===== config.mk =====
export PLATFORM = sky130hd
export DESIGN_NAME = timer_control_top
export DESIGN_NICKNAME = d
export VERILOG_FILES = /design/src/logic/timer_control_pkg.sv /design/src/logic/timer_control_top.sv /design/src/logic/timer_half_ctl.sv
export SDC_FILE = /design/constraint.sdc
export NUM_CORES = 1
export LEC_CHECK = 0
export BUFFER_PORTS_ARGS = -buffer_cell sky130_fd_sc_hd__buf_2
export CAP_MARGIN = 20
export CORE_MARGIN = 3
export CORE_UTILIZATION = 45
export CTS_CLUSTER_DIAMETER = 50
export DETAILED_ROUTE_END_ITERATION = 12
export HOLD_SLACK_MARGIN = 0.02
export PLACE_DENSITY = 0.86
export SLEW_MARGIN = 25
export SYNTH_ARGS = -nofsm -noshare
export SYNTH_HDL_FRONTEND = slang
export SYNTH_SLANG_ARGS = --single-unit

===== constraint.sdc =====
create_clock -name clk -period 1.9 [get_ports clk]
set_clock_uncertainty 0.1 [all_clocks]
set_input_delay 0.38 -clock clk [delete_from_list [all_inputs] [get_ports clk]]
set_output_delay 0.38 -clock clk [all_outputs]
set_load 0.005 [all_outputs]

===== src/logic/timer_control_pkg.sv =====
// Overview of operation
// - Half enable bit starts counting or capture, chosen by configuration; clear disables half.
// - Half stall enable bit lets the debug halt freeze that half.
// - Two-bit edge field: 00 rising, 01 falling, 11 both, 10 reserved.
// - Half trigger enable bit lets that half drive its trigger output.
// - Timer trigger output serves as converter start signal.
// - Half PWM invert bit inverts that half's PWM output, else unchanged.
// - Bit 4 enables real-time-clock counting; clearing it stops counting.
`default_nettype none

package timer_control_pkg;

  // ****************************************
  // Register map
  // ****************************************
  localparam logic [11:0] TIMER_CONTROL_OFFSET = 12'h00C;
  localparam logic [11:0] RTC_COUNT_OFFSET     = 12'h100;
  localparam logic [11:0] RUN_STATUS_OFFSET    = 12'h104;

  localparam logic [31:0] TIMER_CONTROL_RESET  = 32'h0000_0000;
  localparam logic [31:0] TIMER_CONTROL_MASK   = 32'h0000_6F7F;
  localparam logic [31:0] RTC_COUNT_RESET      = 32'h0000_0000;

  // ****************************************
  // Field positions
  // ****************************************
  localparam int HALF_A_ENABLE_BIT  = 0;
  localparam int HALF_A_STALL_BIT   = 1;
  localparam int HALF_A_EDGE_LSB    = 2;
  localparam int RTC_ENABLE_BIT     = 4;
  localparam int HALF_A_TRIGGER_BIT = 5;
  localparam int HALF_A_INVERT_BIT  = 6;
  localparam int HALF_B_ENABLE_BIT  = 8;
  localparam int HALF_B_STALL_BIT   = 9;
  localparam int HALF_B_EDGE_LSB    = 10;
  localparam int HALF_B_TRIGGER_BIT = 13;
  localparam int HALF_B_INVERT_BIT  = 14;

  // ****************************************
  // Event edge codes
  // ****************************************
  localparam logic [1:0] EDGE_RISING  = 2'h0;
  localparam logic [1:0] EDGE_FALLING = 2'h1;
  localparam logic [1:0] EDGE_RSVD    = 2'h2;
  localparam logic [1:0] EDGE_BOTH    = 2'h3;

  // ****************************************
  // Carriers
  // ****************************************
  typedef struct packed {
    logic       pwm_invert;
    logic       trigger_enable;
    logic [1:0] event_edge;
    logic       stall_enable;
    logic       enable;
  } half_ctl_t;

  typedef struct packed {
    logic capture_mode;
    logic capture_pin;
    logic pwm_raw;
    logic trigger_raw;
  } half_in_t;

  typedef struct packed {
    logic count_run;
    logic capture_run;
    logic capture_event;
    logic pwm_out;
    logic adc_trigger;
  } half_out_t;

endpackage

`default_nettype wire


===== src/logic/timer_control_top.sv =====
`timescale 1ns/100ps
`default_nettype none

module timer_control_top (
  input  wire logic                        clk,
  input  wire logic                        sys_rst,
  input  wire logic [11:0]                 addr,
  input  wire logic [31:0]                 wdata,
  input  wire logic                        wr_stb,
  input  wire logic                        rd_stb,
  output logic [31:0]                      rdata,
  input  wire logic                        debug_halt,
  input  wire timer_control_pkg::half_in_t half_a_in,
  input  wire timer_control_pkg::half_in_t half_b_in,
  input  wire logic                        rtc_tick,
  output timer_control_pkg::half_out_t     half_a_out,
  output timer_control_pkg::half_out_t     half_b_out,
  output logic                             rtc_run,
  output logic [31:0]                      rtc_count
);

  // ****************************************
  // Register state
  // ****************************************
  logic [31:0] ctl_reg;
  logic [31:0] ctl_next;
  logic [31:0] rtc_reg;
  logic [31:0] rtc_next;
  logic [31:0] rdata_reg;
  logic [31:0] rdata_next;
  logic        rtc_run_reg;

  // ****************************************
  // Address decode
  // ****************************************
  logic        hit_ctl;
  logic        hit_rtc;
  logic        hit_status;
  logic        wr_ctl;
  logic        wr_rtc;
  logic [31:0] status_word;

  assign hit_ctl    = addr == timer_control_pkg::TIMER_CONTROL_OFFSET;
  assign hit_rtc    = addr == timer_control_pkg::RTC_COUNT_OFFSET;
  assign hit_status = addr == timer_control_pkg::RUN_STATUS_OFFSET;
  assign wr_ctl     = wr_stb & hit_ctl;
  assign wr_rtc     = wr_stb & hit_rtc;

  // ****************************************
  // Control register
  // ****************************************
  // reserved bits dropped
  assign ctl_next = wr_ctl ? (wdata & timer_control_pkg::TIMER_CONTROL_MASK) : ctl_reg;

  always_ff @(posedge clk) begin
    if (sys_rst) begin
      ctl_reg <= timer_control_pkg::TIMER_CONTROL_RESET;
    end else begin
      ctl_reg <= ctl_next;
    end
  end

  // ****************************************
  // Field extraction
  // ****************************************
  timer_control_pkg::half_ctl_t half_a_ctl;
  timer_control_pkg::half_ctl_t half_b_ctl;
  logic                         rtc_enable;

  assign half_a_ctl.enable         = ctl_reg[timer_control_pkg::HALF_A_ENABLE_BIT];
  assign half_a_ctl.stall_enable   = ctl_reg[timer_control_pkg::HALF_A_STALL_BIT];
  assign half_a_ctl.event_edge     = ctl_reg[timer_control_pkg::HALF_A_EDGE_LSB +: 2];
  assign half_a_ctl.trigger_enable = ctl_reg[timer_control_pkg::HALF_A_TRIGGER_BIT];
  assign half_a_ctl.pwm_invert     = ctl_reg[timer_control_pkg::HALF_A_INVERT_BIT];

  assign half_b_ctl.enable         = ctl_reg[timer_control_pkg::HALF_B_ENABLE_BIT];
  assign half_b_ctl.stall_enable   = ctl_reg[timer_control_pkg::HALF_B_STALL_BIT];
  assign half_b_ctl.event_edge     = ctl_reg[timer_control_pkg::HALF_B_EDGE_LSB +: 2];
  assign half_b_ctl.trigger_enable = ctl_reg[timer_control_pkg::HALF_B_TRIGGER_BIT];
  assign half_b_ctl.pwm_invert     = ctl_reg[timer_control_pkg::HALF_B_INVERT_BIT];

  assign rtc_enable = ctl_reg[timer_control_pkg::RTC_ENABLE_BIT];

  // ****************************************
  // Timer halves
  // ****************************************
  // half A control
  timer_half_ctl half_a_unit (
    .clk        (clk),
    .sys_rst    (sys_rst),
    .ctl        (half_a_ctl),
    .in_sig     (half_a_in),
    .debug_halt (debug_halt),
    .out_reg    (half_a_out)
  );

  timer_half_ctl half_b_unit (
    .clk        (clk),
    .sys_rst    (sys_rst),
    .ctl        (half_b_ctl),
    .in_sig     (half_b_in),
    .debug_halt (debug_halt),
    .out_reg    (half_b_out)
  );

  // ****************************************
  // Real-time clock counter
  // ****************************************
  // count only while enabled
  always_comb begin
    rtc_next = rtc_reg;
    if (wr_rtc) begin
      rtc_next = wdata;
    end else if (rtc_enable && rtc_tick) begin
      rtc_next = rtc_reg + 32'h0000_0001;
    end
  end

  always_ff @(posedge clk) begin
    if (sys_rst) begin
      rtc_reg     <= timer_control_pkg::RTC_COUNT_RESET;
      rtc_run_reg <= 1'b0;
    end else begin
      rtc_reg     <= rtc_next;
      rtc_run_reg <= rtc_enable;
    end
  end

  assign rtc_run   = rtc_run_reg;
  assign rtc_count = rtc_reg;

  // ****************************************
  // Read path
  // ****************************************
  assign status_word = {22'h00_0000, rtc_run_reg,
                        half_b_out.capture_run, half_b_out.count_run,
                        half_a_out.capture_run, half_a_out.count_run,
                        half_b_out.pwm_out, half_a_out.pwm_out,
                        half_b_out.adc_trigger, half_a_out.adc_trigger,
                        debug_halt};

  always_comb begin
    rdata_next = 32'h0000_0000;
    if (rd_stb) begin
      if (hit_ctl) begin
        rdata_next = ctl_reg;
      end else if (hit_rtc) begin
        rdata_next = rtc_reg;
      end else if (hit_status) begin
        rdata_next = status_word;
      end else begin
        rdata_next = 32'h0000_0000;
      end
    end
  end

  always_ff @(posedge clk) begin
    if (sys_rst) begin
      rdata_reg <= 32'h0000_0000;
    end else begin
      rdata_reg <= rdata_next;
    end
  end

  assign rdata = rdata_reg;

  // ****************************************
  // Checks
  // ****************************************
  a_ctl_write_store: assert property (@(posedge clk) disable iff (sys_rst)
    (wr_stb && addr == timer_control_pkg::TIMER_CONTROL_OFFSET)
    |=> ctl_reg == ($past(wdata) & timer_control_pkg::TIMER_CONTROL_MASK))
    else $error("control write not stored under mask");

  a_ctl_read_back: assert property (@(posedge clk) disable iff (sys_rst)
    (rd_stb && addr == timer_control_pkg::TIMER_CONTROL_OFFSET && !wr_stb)
    |=> rdata == $past(ctl_reg))
    else $error("control read data wrong");

  a_rtc_hold: assert property (@(posedge clk) disable iff (sys_rst)
    (!rtc_enable && !wr_rtc) |=> $stable(rtc_reg))
    else $error("rtc advanced while disabled");

  a_rtc_advance: assert property (@(posedge clk) disable iff (sys_rst)
    (rtc_enable && rtc_tick && !wr_rtc) |=> rtc_reg == $past(rtc_reg) + 32'h0000_0001)
    else $error("rtc did not advance on tick");

  a_enable_run_a: assert property (@(posedge clk) disable iff (sys_rst)
    (half_a_ctl.enable && !half_a_ctl.stall_enable && !half_a_in.capture_mode)
    |=> half_a_out.count_run)
    else $error("half A not counting when enabled");

  a_disable_idle_b: assert property (@(posedge clk) disable iff (sys_rst)
    !half_b_ctl.enable |=> !half_b_out.count_run && !half_b_out.capture_run)
    else $error("half B runs while disabled");

  a_trigger_reach_b: assert property (@(posedge clk) disable iff (sys_rst)
    (half_b_in.trigger_raw && half_b_ctl.trigger_enable && half_b_ctl.enable)
    |=> half_b_out.adc_trigger)
    else $error("converter trigger from half B lost");

  a_read_one_cycle: assert property (@(posedge clk) disable iff (sys_rst)
    !rd_stb |=> rdata == 32'h0000_0000)
    else $error("read data stands beyond one cycle");

  a_rtc_run_follow: assert property (@(posedge clk) disable iff (sys_rst)
    rtc_enable |=> rtc_run)
    else $error("rtc run flag low while enabled");

  a_rtc_run_stop: assert property (@(posedge clk) disable iff (sys_rst)
    !rtc_enable |=> !rtc_run)
    else $error("rtc run flag high while disabled");

  a_rtc_write_load: assert property (@(posedge clk) disable iff (sys_rst)
    wr_rtc |=> rtc_reg == $past(wdata))
    else $error("rtc write not loaded");

  a_disable_idle_a: assert property (@(posedge clk) disable iff (sys_rst)
    !half_a_ctl.enable |=> !half_a_out.count_run && !half_a_out.capture_run)
    else $error("half A runs while disabled");

  a_enable_run_b: assert property (@(posedge clk) disable iff (sys_rst)
    (half_b_ctl.enable && !half_b_ctl.stall_enable && !half_b_in.capture_mode)
    |=> half_b_out.count_run)
    else $error("half B not counting when enabled");

  a_trigger_reach_a: assert property (@(posedge clk) disable iff (sys_rst)
    (half_a_in.trigger_raw && half_a_ctl.trigger_enable && half_a_ctl.enable)
    |=> half_a_out.adc_trigger)
    else $error("converter trigger from half A lost");

endmodule

`default_nettype wire


===== src/logic/timer_half_ctl.sv =====
`timescale 1ns/100ps
`default_nettype none

module timer_half_ctl (
  input  wire logic                         clk,
  input  wire logic                         sys_rst,
  input  wire timer_control_pkg::half_ctl_t ctl,
  input  wire timer_control_pkg::half_in_t  in_sig,
  input  wire logic                         debug_halt,
  output timer_control_pkg::half_out_t      out_reg
);

  // ****************************************
  // Run and edge decode
  // ****************************************
  logic                         pin_prev_reg;
  logic                         stalled;
  logic                         active;
  logic                         rise;
  logic                         fall;
  logic                         edge_hit;
  timer_control_pkg::half_out_t out_next;

  assign stalled = ctl.stall_enable & debug_halt;
  assign active  = ctl.enable & ~stalled;
  assign rise    = in_sig.capture_pin & ~pin_prev_reg;
  assign fall    = ~in_sig.capture_pin & pin_prev_reg;

  always_comb begin
    case (ctl.event_edge)
      timer_control_pkg::EDGE_RISING:  edge_hit = rise;
      timer_control_pkg::EDGE_FALLING: edge_hit = fall;
      timer_control_pkg::EDGE_BOTH:    edge_hit = rise | fall;
      default:                         edge_hit = 1'b0;
    endcase
  end

  assign out_next.count_run     = active & ~in_sig.capture_mode;
  assign out_next.capture_run   = active & in_sig.capture_mode;
  assign out_next.capture_event = active & in_sig.capture_mode & edge_hit;
  assign out_next.pwm_out       = in_sig.pwm_raw ^ ctl.pwm_invert;
  assign out_next.adc_trigger   = in_sig.trigger_raw & ctl.trigger_enable & ctl.enable;

  always_ff @(posedge clk) begin
    if (sys_rst) begin
      pin_prev_reg <= 1'b0;
      out_reg      <= '0;
    end else begin
      pin_prev_reg <= in_sig.capture_pin;
      out_reg      <= out_next;
    end
  end

  // ****************************************
  // Checks
  // ****************************************
  a_pwm_invert_follow: assert property (@(posedge clk) disable iff (sys_rst)
    !$past(sys_rst) |-> out_reg.pwm_out == ($past(in_sig.pwm_raw) ^ $past(ctl.pwm_invert)))
    else $error("pwm output does not follow invert bit");

  a_trigger_gate: assert property (@(posedge clk) disable iff (sys_rst)
    (!ctl.trigger_enable || !ctl.enable) |=> !out_reg.adc_trigger)
    else $error("trigger driven while disabled");

  a_stall_halts: assert property (@(posedge clk) disable iff (sys_rst)
    (ctl.stall_enable && debug_halt) |=> !out_reg.count_run && !out_reg.capture_run)
    else $error("half runs while stalled");

  a_reserved_edge_quiet: assert property (@(posedge clk) disable iff (sys_rst)
    (ctl.event_edge == timer_control_pkg::EDGE_RSVD) |=> !out_reg.capture_event)
    else $error("capture event on reserved edge code");

  a_rising_edge_seen: assert property (@(posedge clk) disable iff (sys_rst)
    (active && in_sig.capture_mode && ctl.event_edge == timer_control_pkg::EDGE_RISING
     && in_sig.capture_pin && !pin_prev_reg) |=> out_reg.capture_event)
    else $error("rising edge missed");

endmodule

`default_nettype wire


==> metrics.txt, run 1 <==
# TYPE chip_impl_metric gauge
chip_impl_metric{name="ys_types",unit=""} 35
chip_impl_metric{name="power-per-cell-area",unit="nW/um^2"} 619
chip_impl_info{name="setup_repair_after_global_routing_missed_its_margin",value="yes"} 1
chip_impl_metric{name="cts-htree-levels",unit=""} 3
chip_impl_metric{name="fmax",unit="GHz"} 0.495
chip_impl_metric{name="num_io_pins",unit=""} 133
chip_impl_metric{name="final_estimated_routing_congestion_in_global_placement",unit=""} 0.858
chip_impl_metric{name="number_of_flops_mapped_to_enable_cells_by_yosys",unit=""} 0
chip_impl_metric{name="timing_worst_slew_pin_value",unit="ps"} 388
chip_impl_metric{name="diodes",unit=""} 0
chip_impl_metric{name="hold_fix_buffers_at_cts",unit=""} 0
chip_impl_metric{name="place_inst",unit=""} 672
chip_impl_metric{name="mappedNetlistNets",unit=""} 485
chip_impl_metric{name="globalRouteOverflowTotal",unit=""} 0
chip_impl_metric{name="async_flop_share",unit="%"} 0
chip_impl_metric{name="syn2layout_area_growth",unit="%"} 44.8
chip_impl_info{name="clock_root_cell",value="clkbuf_8"} 1
chip_impl_metric{name="worst-r2r-setup-slack",unit="ps"} -40
chip_impl_metric{name="drt_wl_total",unit="um"} 12600
chip_impl_info{name="synth.area.top_cells",value="dfxtp_1 (47%), a211oi_1 (6.3%), nor2_1 (4.9%), xnor2_1 (3.9%), xor2_1 (3.7%)"} 1
chip_impl_metric{name="holdWs",unit="ps"} 74.3
chip_impl_metric{name="rows",unit=""} 32
chip_impl_metric{name="ys_seq_elements",unit=""} 90
chip_impl_info{name="critPathCaptureType",value="flop"} 1
chip_impl_metric{name="post_layout_nonfiller_instances",unit=""} 696
chip_impl_metric{name="avgViaCountPerCell",unit=""} 5.62
chip_impl_metric{name="fillcell_total",unit=""} 583
chip_impl_metric{name="dpl.hpwl",unit="um"} 8230
chip_impl_metric{name="hold_viol_final",unit=""} 0
chip_impl_metric{name="cellLeakagePower",unit="nW"} 2.45
chip_impl_metric{name="initial_cell_density_of_the_core",unit="%"} 47.9
chip_impl_metric{name="timing.critical_path.fanout_max",unit=""} 7
chip_impl_metric{name="drive_above_1_share",unit="%"} 45.1
chip_impl_metric{name="antenna_violations_before_repair",unit=""} 0
chip_impl_metric{name="layout.nets",unit=""} 652
chip_impl_metric{name="avgSynthCellArea",unit="sq um"} 9.05
chip_impl_info{name="synth.cells.most_frequent",value="dfxtp_1 (90), nor2_1 (50), nand2_1 (34)"} 1
chip_impl_metric{name="period_needed",unit="ps"} 2020
chip_impl_metric{name="clock_sinks",unit=""} 90
chip_impl_metric{name="first_global_vias",unit=""} 3646
chip_impl_metric{name="cp.required",unit="ps"} 2030
chip_impl_metric{name="initialDrtViolationCount",unit=""} 279
chip_impl_info{name="tritoncts_clock_tree",value="built"} 1
chip_impl_metric{name="path_clk_slew",unit="ps"} 90
chip_impl_metric{name="die_x",unit="um"} 98.1
chip_impl_metric{name="worst_ir_drop_vdd",unit="mV"} 0.342
chip_impl_metric{name="maxSlewHeadroom",unit="%"} 73.9
chip_impl_metric{name="report.final.slew_viol_count",unit=""} 0
chip_impl_info{name="synth.largest_area_cell",value="dfxtp_1"} 1
chip_impl_info{name="timing.hold.worst.class",value="in2reg"} 1
chip_impl_metric{name="cts-root-to-sink-buffers",unit=""} 2
chip_impl_metric{name="grt_pass1_wl",unit="um"} 17600
chip_impl_info{name="status",value="finished with violations"} 1
chip_impl_metric{name="drc",unit=""} 0
chip_impl_metric{name="netlist.area_leader.share",unit="%"} 47.2
chip_impl_metric{name="detail_route.wl_per_cell",unit="um"} 18.2
chip_impl_metric{name="tritoncts.num_buffers",unit=""} 9
chip_impl_metric{name="fin_ws",unit="ps"} -120
chip_impl_info{name="postSynth.topFlopCell",value="dfxtp_1"} 1
chip_impl_metric{name="core_region_area",unit="sq um"} 7970
chip_impl_metric{name="grt_usage",unit="%"} 22.3
chip_impl_info{name="path_class",value="in2reg"} 1
chip_impl_metric{name="multi_input_combinational_cell_area",unit="sq um"} 2210
chip_impl_metric{name="max_cap_violations",unit=""} 0
chip_impl_metric{name="grt_start_max_net_pins",unit=""} 65
chip_impl_metric{name="synth.yosys.seq_area_share",unit="%"} 47.2
chip_impl_metric{name="number_of_iterations_in_the_first_detailed_routing_pass",unit=""} 5
chip_impl_metric{name="yosys_warnings",unit=""} 0
chip_impl_metric{name="ant_nets",unit=""} 0
chip_impl_metric{name="timing.final.crit_share",unit="%"} 106
chip_impl_info{name="violations_in_the_final_reports",value="setup timing"} 1
chip_impl_metric{name="worstPathArrival",unit="ps"} 2150
chip_impl_metric{name="placement.io_buffers",unit=""} 132
chip_impl_metric{name="route.vias.total",unit=""} 3914
chip_impl_metric{name="die_area",unit="sq um"} 9620
chip_impl_info{name="critical_path.startpoint_type",value="primary input"} 1
chip_impl_metric{name="clkLatencyLatePin",unit="ps"} 360
chip_impl_metric{name="count_of_endpoints_failing_setup_in_the_final_report",unit=""} 66
chip_impl_metric{name="syn_inst",unit=""} 422
chip_impl_metric{name="floorplan.die.height",unit="um"} 98.1
chip_impl_metric{name="register_area",unit="sq um"} 1810
chip_impl_info{name="post-synth-top-count-cell",value="dfxtp_1"} 1
chip_impl_metric{name="netlist_area",unit="sq um"} 3820
-- per-stage QoR --
stage / setup TNS (ps) / power (W) / setup WS (ps) / utilization (%) / cell area (sq um)
after floorplan: -8290 / 0.00200 / -144 / - / 3870
after global placement: -19330 / 0.00209 / -328 / 60.6 / 4830
after detailed placement: -25380 / 0.00209 / -448 / 60.6 / 4830
after CTS: 0 / 0.00342 / 1.67 / 63.7 / 5070
after global routing: -7290 / 0.00353 / -167 / 69.4 / 5530
final: -3900 / 0.00342 / -120 / 69.4 / 5530
-- layout by cell type, fill, tap and decap left out, types with 4 or more instances in the layout --
cell,n
nor2b_1,9
nand3_1,10
a211oi_1,12
a21oi_1,10
ha_1,4
xnor2_1,17
a22o_1,4
nand2_2,4
nor4_1,4
and2_1,22
a21o_1,9
dfxtp_1,87
xor2_1,16
nand4_1,14
and3_1,8
nor2_4,10
buf_4,34
buf_6,8
clkbuf_8,10
a22oi_1,11
and4_1,6
mux2i_1,4
buf_2,131
inv_1,8
nand2_1,27
a211oi_2,20
nor2_2,14
nor3_1,13
nor2_1,26
-- per-layer routing --
layer	GRT usage (%)	vias to the layer above	share of wire (%)
met5	0	-	0
met3	5.50	46	7.6
li1	-	1811	-
met4	8.41	0	3.6
met2	37.9	199	49
met1	27.4	1858	40
-- critical path, cell delays in order --
cell and delay [ps]:
buf_6 90, or4_4 530, nor4_4 300, buf_4 180, buf_4 120, nand4_1 190
buf_6 210, nand2_1 70, a21oi_1 70
-- power by group --
group	switching, W	internal (W)	total [W]
logic	0.000102	0.0000758	0.000178
clock network	0.000709	0.000647	0.00136
registers	0.00000340	0.00189	0.00189
-- repair_timing --
action	in CTS	in global routing
buffers inserted	1	1
resized for setup	9	86
hold endpoints to repair	0	0
endpoints found under the setup margin	30	74
pin swaps	1	12
gates cloned	0	6
-- final timing paths --
path                startpoint                endpoint  cells past startpoint
setup / recovery       addr[4]              ctl_reg[4]                      9
hold / removal    half_a_in[3]  half_a_unit.out_reg[4]                      2
setup reg to reg  rtc_count[1]           rtc_count[18]                      6
hold reg to reg     ctl_reg[1]              ctl_reg[1]                      2
-- cells by family (layout without fill, tap and decap cells) --
kind of cell               after synthesis  after routing  share of synthesized area, %
AOI/OAI and AO/OA                       71             71                          13.2
xor gates and xnor gates                33             33                          7.57
adders and majority gates                5              5                          1.64
buffers and inverters                   32            204                          3.47
DFF                                     90             90                          47.2
muxes                                    4              4                          1.05
and+or+nand+nor                        187            187                          25.8
-- cell type report --
type,count,area share (%)
multi-input cells,300,40.0
inverters,8,0.543
clock inverters,6,1.18
repair buffers,180,20.8
clock buffers,10,2.49
well taps,102,2.31
flip-flops and latches,90,32.7
Power figures use the tool's default switching activity.
==> inputs of run 2 (changes only) <==
--- a/config.mk
+++ b/config.mk
@@ -9,6 +9,7 @@
 export CAP_MARGIN = 20
 export CORE_MARGIN = 3
 export CORE_UTILIZATION = 45
+export CTS_BUF_LIST = sky130_fd_sc_hd__clkbuf_16
 export CTS_CLUSTER_DIAMETER = 50
 export DETAILED_ROUTE_END_ITERATION = 12
 export HOLD_SLACK_MARGIN = 0.02
==> run 2 against run 1 <==
Effect of this change:
- the flow still finishes with violations (setup timing)
- hold slack improved by 28 ps
- first-iteration DRC count fell by 13%
- sequential cell count did not move
- global-route usage rose by 0.13 points
- cell area rose by 0.52%
- wire length fell by 0.96%
- register-to-register slack got worse by 90 ps
- via count fell by 0.59%
- critical path depth fell by 2
- clock power rose by 30%
- fmax fell by 0.67%
- critical path type is now reg2reg
- largest power group unchanged
==> metrics.txt, run 2 (synthesized netlist as in run 1, its figures left out) <==
# TYPE chip_impl_metric gauge
chip_impl_metric{name="grt_start_max_net_pins",unit=""} 65
chip_impl_metric{name="utilization",unit="%"} 69.8
chip_impl_metric{name="initial_cell_density_of_the_core",unit="%"} 47.9
chip_impl_metric{name="dpl.hpwl",unit="um"} 8230
chip_impl_metric{name="post_dp_cell_area",unit="sq um"} 4830
chip_impl_metric{name="fmax",unit="GHz"} 0.492
chip_impl_info{name="most_frequent_cells_in_the_layout",value="buf_2 (131), dfxtp_1 (88), nor2_1 (44)"} 1
chip_impl_metric{name="floorplan.die.height",unit="um"} 98.1
chip_impl_metric{name="route.vias.total",unit=""} 3891
chip_impl_metric{name="cellLeakagePower",unit="nW"} 2.50
chip_impl_metric{name="maxSlewHeadroom",unit="%"} 71.0
chip_impl_metric{name="ant_nets",unit=""} 0
chip_impl_info{name="critPathSlowestCell",value="dfxtp_1"} 1
chip_impl_metric{name="core_region_area",unit="sq um"} 7970
chip_impl_metric{name="detail_route.wl_per_cell",unit="um"} 18.1
chip_impl_metric{name="timing.critical_path.fanout_max",unit=""} 6
chip_impl_metric{name="timing_worst_slew_pin_value",unit="ps"} 434
chip_impl_info{name="clock_root_cell",value="clkbuf_16"} 1
chip_impl_metric{name="multi_input_combinational_cell_area",unit="sq um"} 2200
chip_impl_metric{name="die_x",unit="um"} 98.1
chip_impl_metric{name="num_io_pins",unit=""} 133
chip_impl_metric{name="power-per-cell-area",unit="nW/um^2"} 691
chip_impl_info{name="cp_cell_sequence",value="ha_1, nand4_1, nor3_1, buf_4, nand4_1, xor2_1, a211oi_1"} 1
chip_impl_metric{name="tritoncts.num_buffers",unit=""} 9
chip_impl_metric{name="path_clk_slew",unit="ps"} 60
chip_impl_metric{name="initialDrtViolationCount",unit=""} 242
chip_impl_info{name="timing.hold.worst.class",value="in2reg"} 1
chip_impl_metric{name="fin_ws",unit="ps"} -134
chip_impl_metric{name="clock_sinks",unit=""} 90
chip_impl_info{name="mostFrequentLayoutCell",value="buf_2"} 1
chip_impl_metric{name="die_area",unit="sq um"} 9620
chip_impl_metric{name="period_needed",unit="ps"} 2030
chip_impl_info{name="status",value="finished with violations"} 1
chip_impl_metric{name="avgViaCountPerCell",unit=""} 5.61
chip_impl_info{name="path_class",value="reg2reg"} 1
chip_impl_metric{name="max_cap_violations",unit=""} 0
chip_impl_metric{name="count_of_endpoints_failing_setup_in_the_final_report",unit=""} 63
chip_impl_info{name="tritoncts_clock_tree",value="built"} 1
chip_impl_metric{name="worst_ir_drop_vdd",unit="mV"} 0.565
chip_impl_metric{name="grt_usage",unit="%"} 22.5
chip_impl_metric{name="hold_viol_final",unit=""} 0
chip_impl_info{name="critical_path.startpoint_type",value="flop"} 1
chip_impl_metric{name="clkLatencyLatePin",unit="ps"} 340
chip_impl_metric{name="drc",unit=""} 0
chip_impl_metric{name="cp_slowest_stage_delay",unit="ps"} 380
chip_impl_metric{name="grt_pass1_wl",unit="um"} 17700
chip_impl_metric{name="fillcell_total",unit=""} 590
chip_impl_metric{name="register_area",unit="sq um"} 1800
chip_impl_metric{name="post_layout_nonfiller_instances",unit=""} 693
chip_impl_metric{name="globalRouteOverflowTotal",unit=""} 0
chip_impl_metric{name="final_area",unit="sq um"} 5560
chip_impl_metric{name="cts-root-to-sink-buffers",unit=""} 2
chip_impl_metric{name="number_of_iterations_in_the_first_detailed_routing_pass",unit=""} 5
chip_impl_metric{name="diodes",unit=""} 0
chip_impl_metric{name="final_estimated_routing_congestion_in_global_placement",unit=""} 0.858
chip_impl_metric{name="timing.final.crit_share",unit="%"} 107
chip_impl_metric{name="drt_wl_total",unit="um"} 12500
chip_impl_metric{name="drive_above_1_share",unit="%"} 43.3
chip_impl_info{name="critPathCaptureType",value="flop"} 1
chip_impl_metric{name="first_global_vias",unit=""} 3672
chip_impl_metric{name="worstPathArrival",unit="ps"} 2190
chip_impl_metric{name="cp.required",unit="ps"} 2050
chip_impl_metric{name="layout.nets",unit=""} 649
chip_impl_metric{name="place_inst",unit=""} 672
chip_impl_metric{name="report.final.slew_viol_count",unit=""} 0
chip_impl_metric{name="syn2layout_area_growth",unit="%"} 45.6
chip_impl_info{name="crit_top_cell",value="nand4_1"} 1
chip_impl_metric{name="antenna_violations_before_repair",unit=""} 0
chip_impl_metric{name="rows",unit=""} 32
chip_impl_metric{name="cts-htree-levels",unit=""} 3
chip_impl_metric{name="placement.io_buffers",unit=""} 132
chip_impl_info{name="setup_repair_after_global_routing_missed_its_margin",value="yes"} 1
chip_impl_info{name="violations_in_the_final_reports",value="setup timing"} 1
==> run 2: cell count changes in the layout (fill, tap and decap cells not counted), sizes merged <==
cell / previous run / this run
clkbuf: 13 / 11
buf: 177 / 175
clkinv: 3 / 4
==> run 2: final timing paths <==
path,depth (start not counted),end,from,slack (ps)
setup / recovery,7,rtc_count[20],rtc_count[0],-130
hold / removal,2,half_a_unit.out_reg[4],half_a_in[3],100
setup reg to reg,7,rtc_count[20],rtc_count[0],-130
hold reg to reg,2,ctl_reg[4],ctl_reg[4],420
==> run 2: power breakdown <==
group	internal [W]	total, W	switching (W)	leakage, nW
sequential	0.00189	0.00189	0.00000342	0.727
clock	0.00102	0.00177	0.000755	0.143
combinational	0.0000756	0.000176	0.000100	1.63
total	0.00298	0.00384	0.000858	2.50
==> run 2: timing repair <==
| item | CTS | global route |
|---|---|---|
| gates cloned | 0 | 4 |
| buffers inserted | 1 | 1 |
| setup endpoints to repair | 40 | 75 |
| gates resized for setup | 15 | 83 |
| pin swaps | 11 | 32 |
| hold buffers | 0 | 0 |
==> run 2: through the flow <==
step	worst slack [ps]	power, W	hold WS, ps	setup TNS (ps)
3_5_place_dp	-448	0.00209	365	-25380
2_1_floorplan	-144	0.00200	340	-8290
4_1_cts	-17.5	0.00383	101	-96.2
5_1_grt	-215	0.00394	103	-8430
6_report	-134	0.00384	102	-3480
3_3_place_gp	-328	0.00209	360	-19330
==> run 2: critical path, delay by kind of cell, from the launching register on <==
family                   cells  cell delay [ps]
flip-flops                   1              380
buffers and inverters        1              210
AND/OR/NAND/NOR              3              640
XOR/XNOR                     1              180
adder cells (fa/ha/maj)      1              210
AO/OA/AOI/OAI                1              220
==> run 2: final cells by class <==
type	count	area share, %
well taps	102	2.30
inverters	8	0.540
multi-input cells	300	39.6
flip-flops and latches	90	32.5
clock inverters	7	1.24
clock buffers	9	4.05
repair buffers	177	19.8
==> run 2: layer usage <==
layer	part of all wire [%]	wire (um)	global-route usage [%]	up-vias
met4	3.8	477	11.6	0
li1	-	-	-	1814
met5	0	0	0	-
met2	50	6230	38.1	196
met1	39	4930	27.3	1842
met3	7.0	877	3.93	39
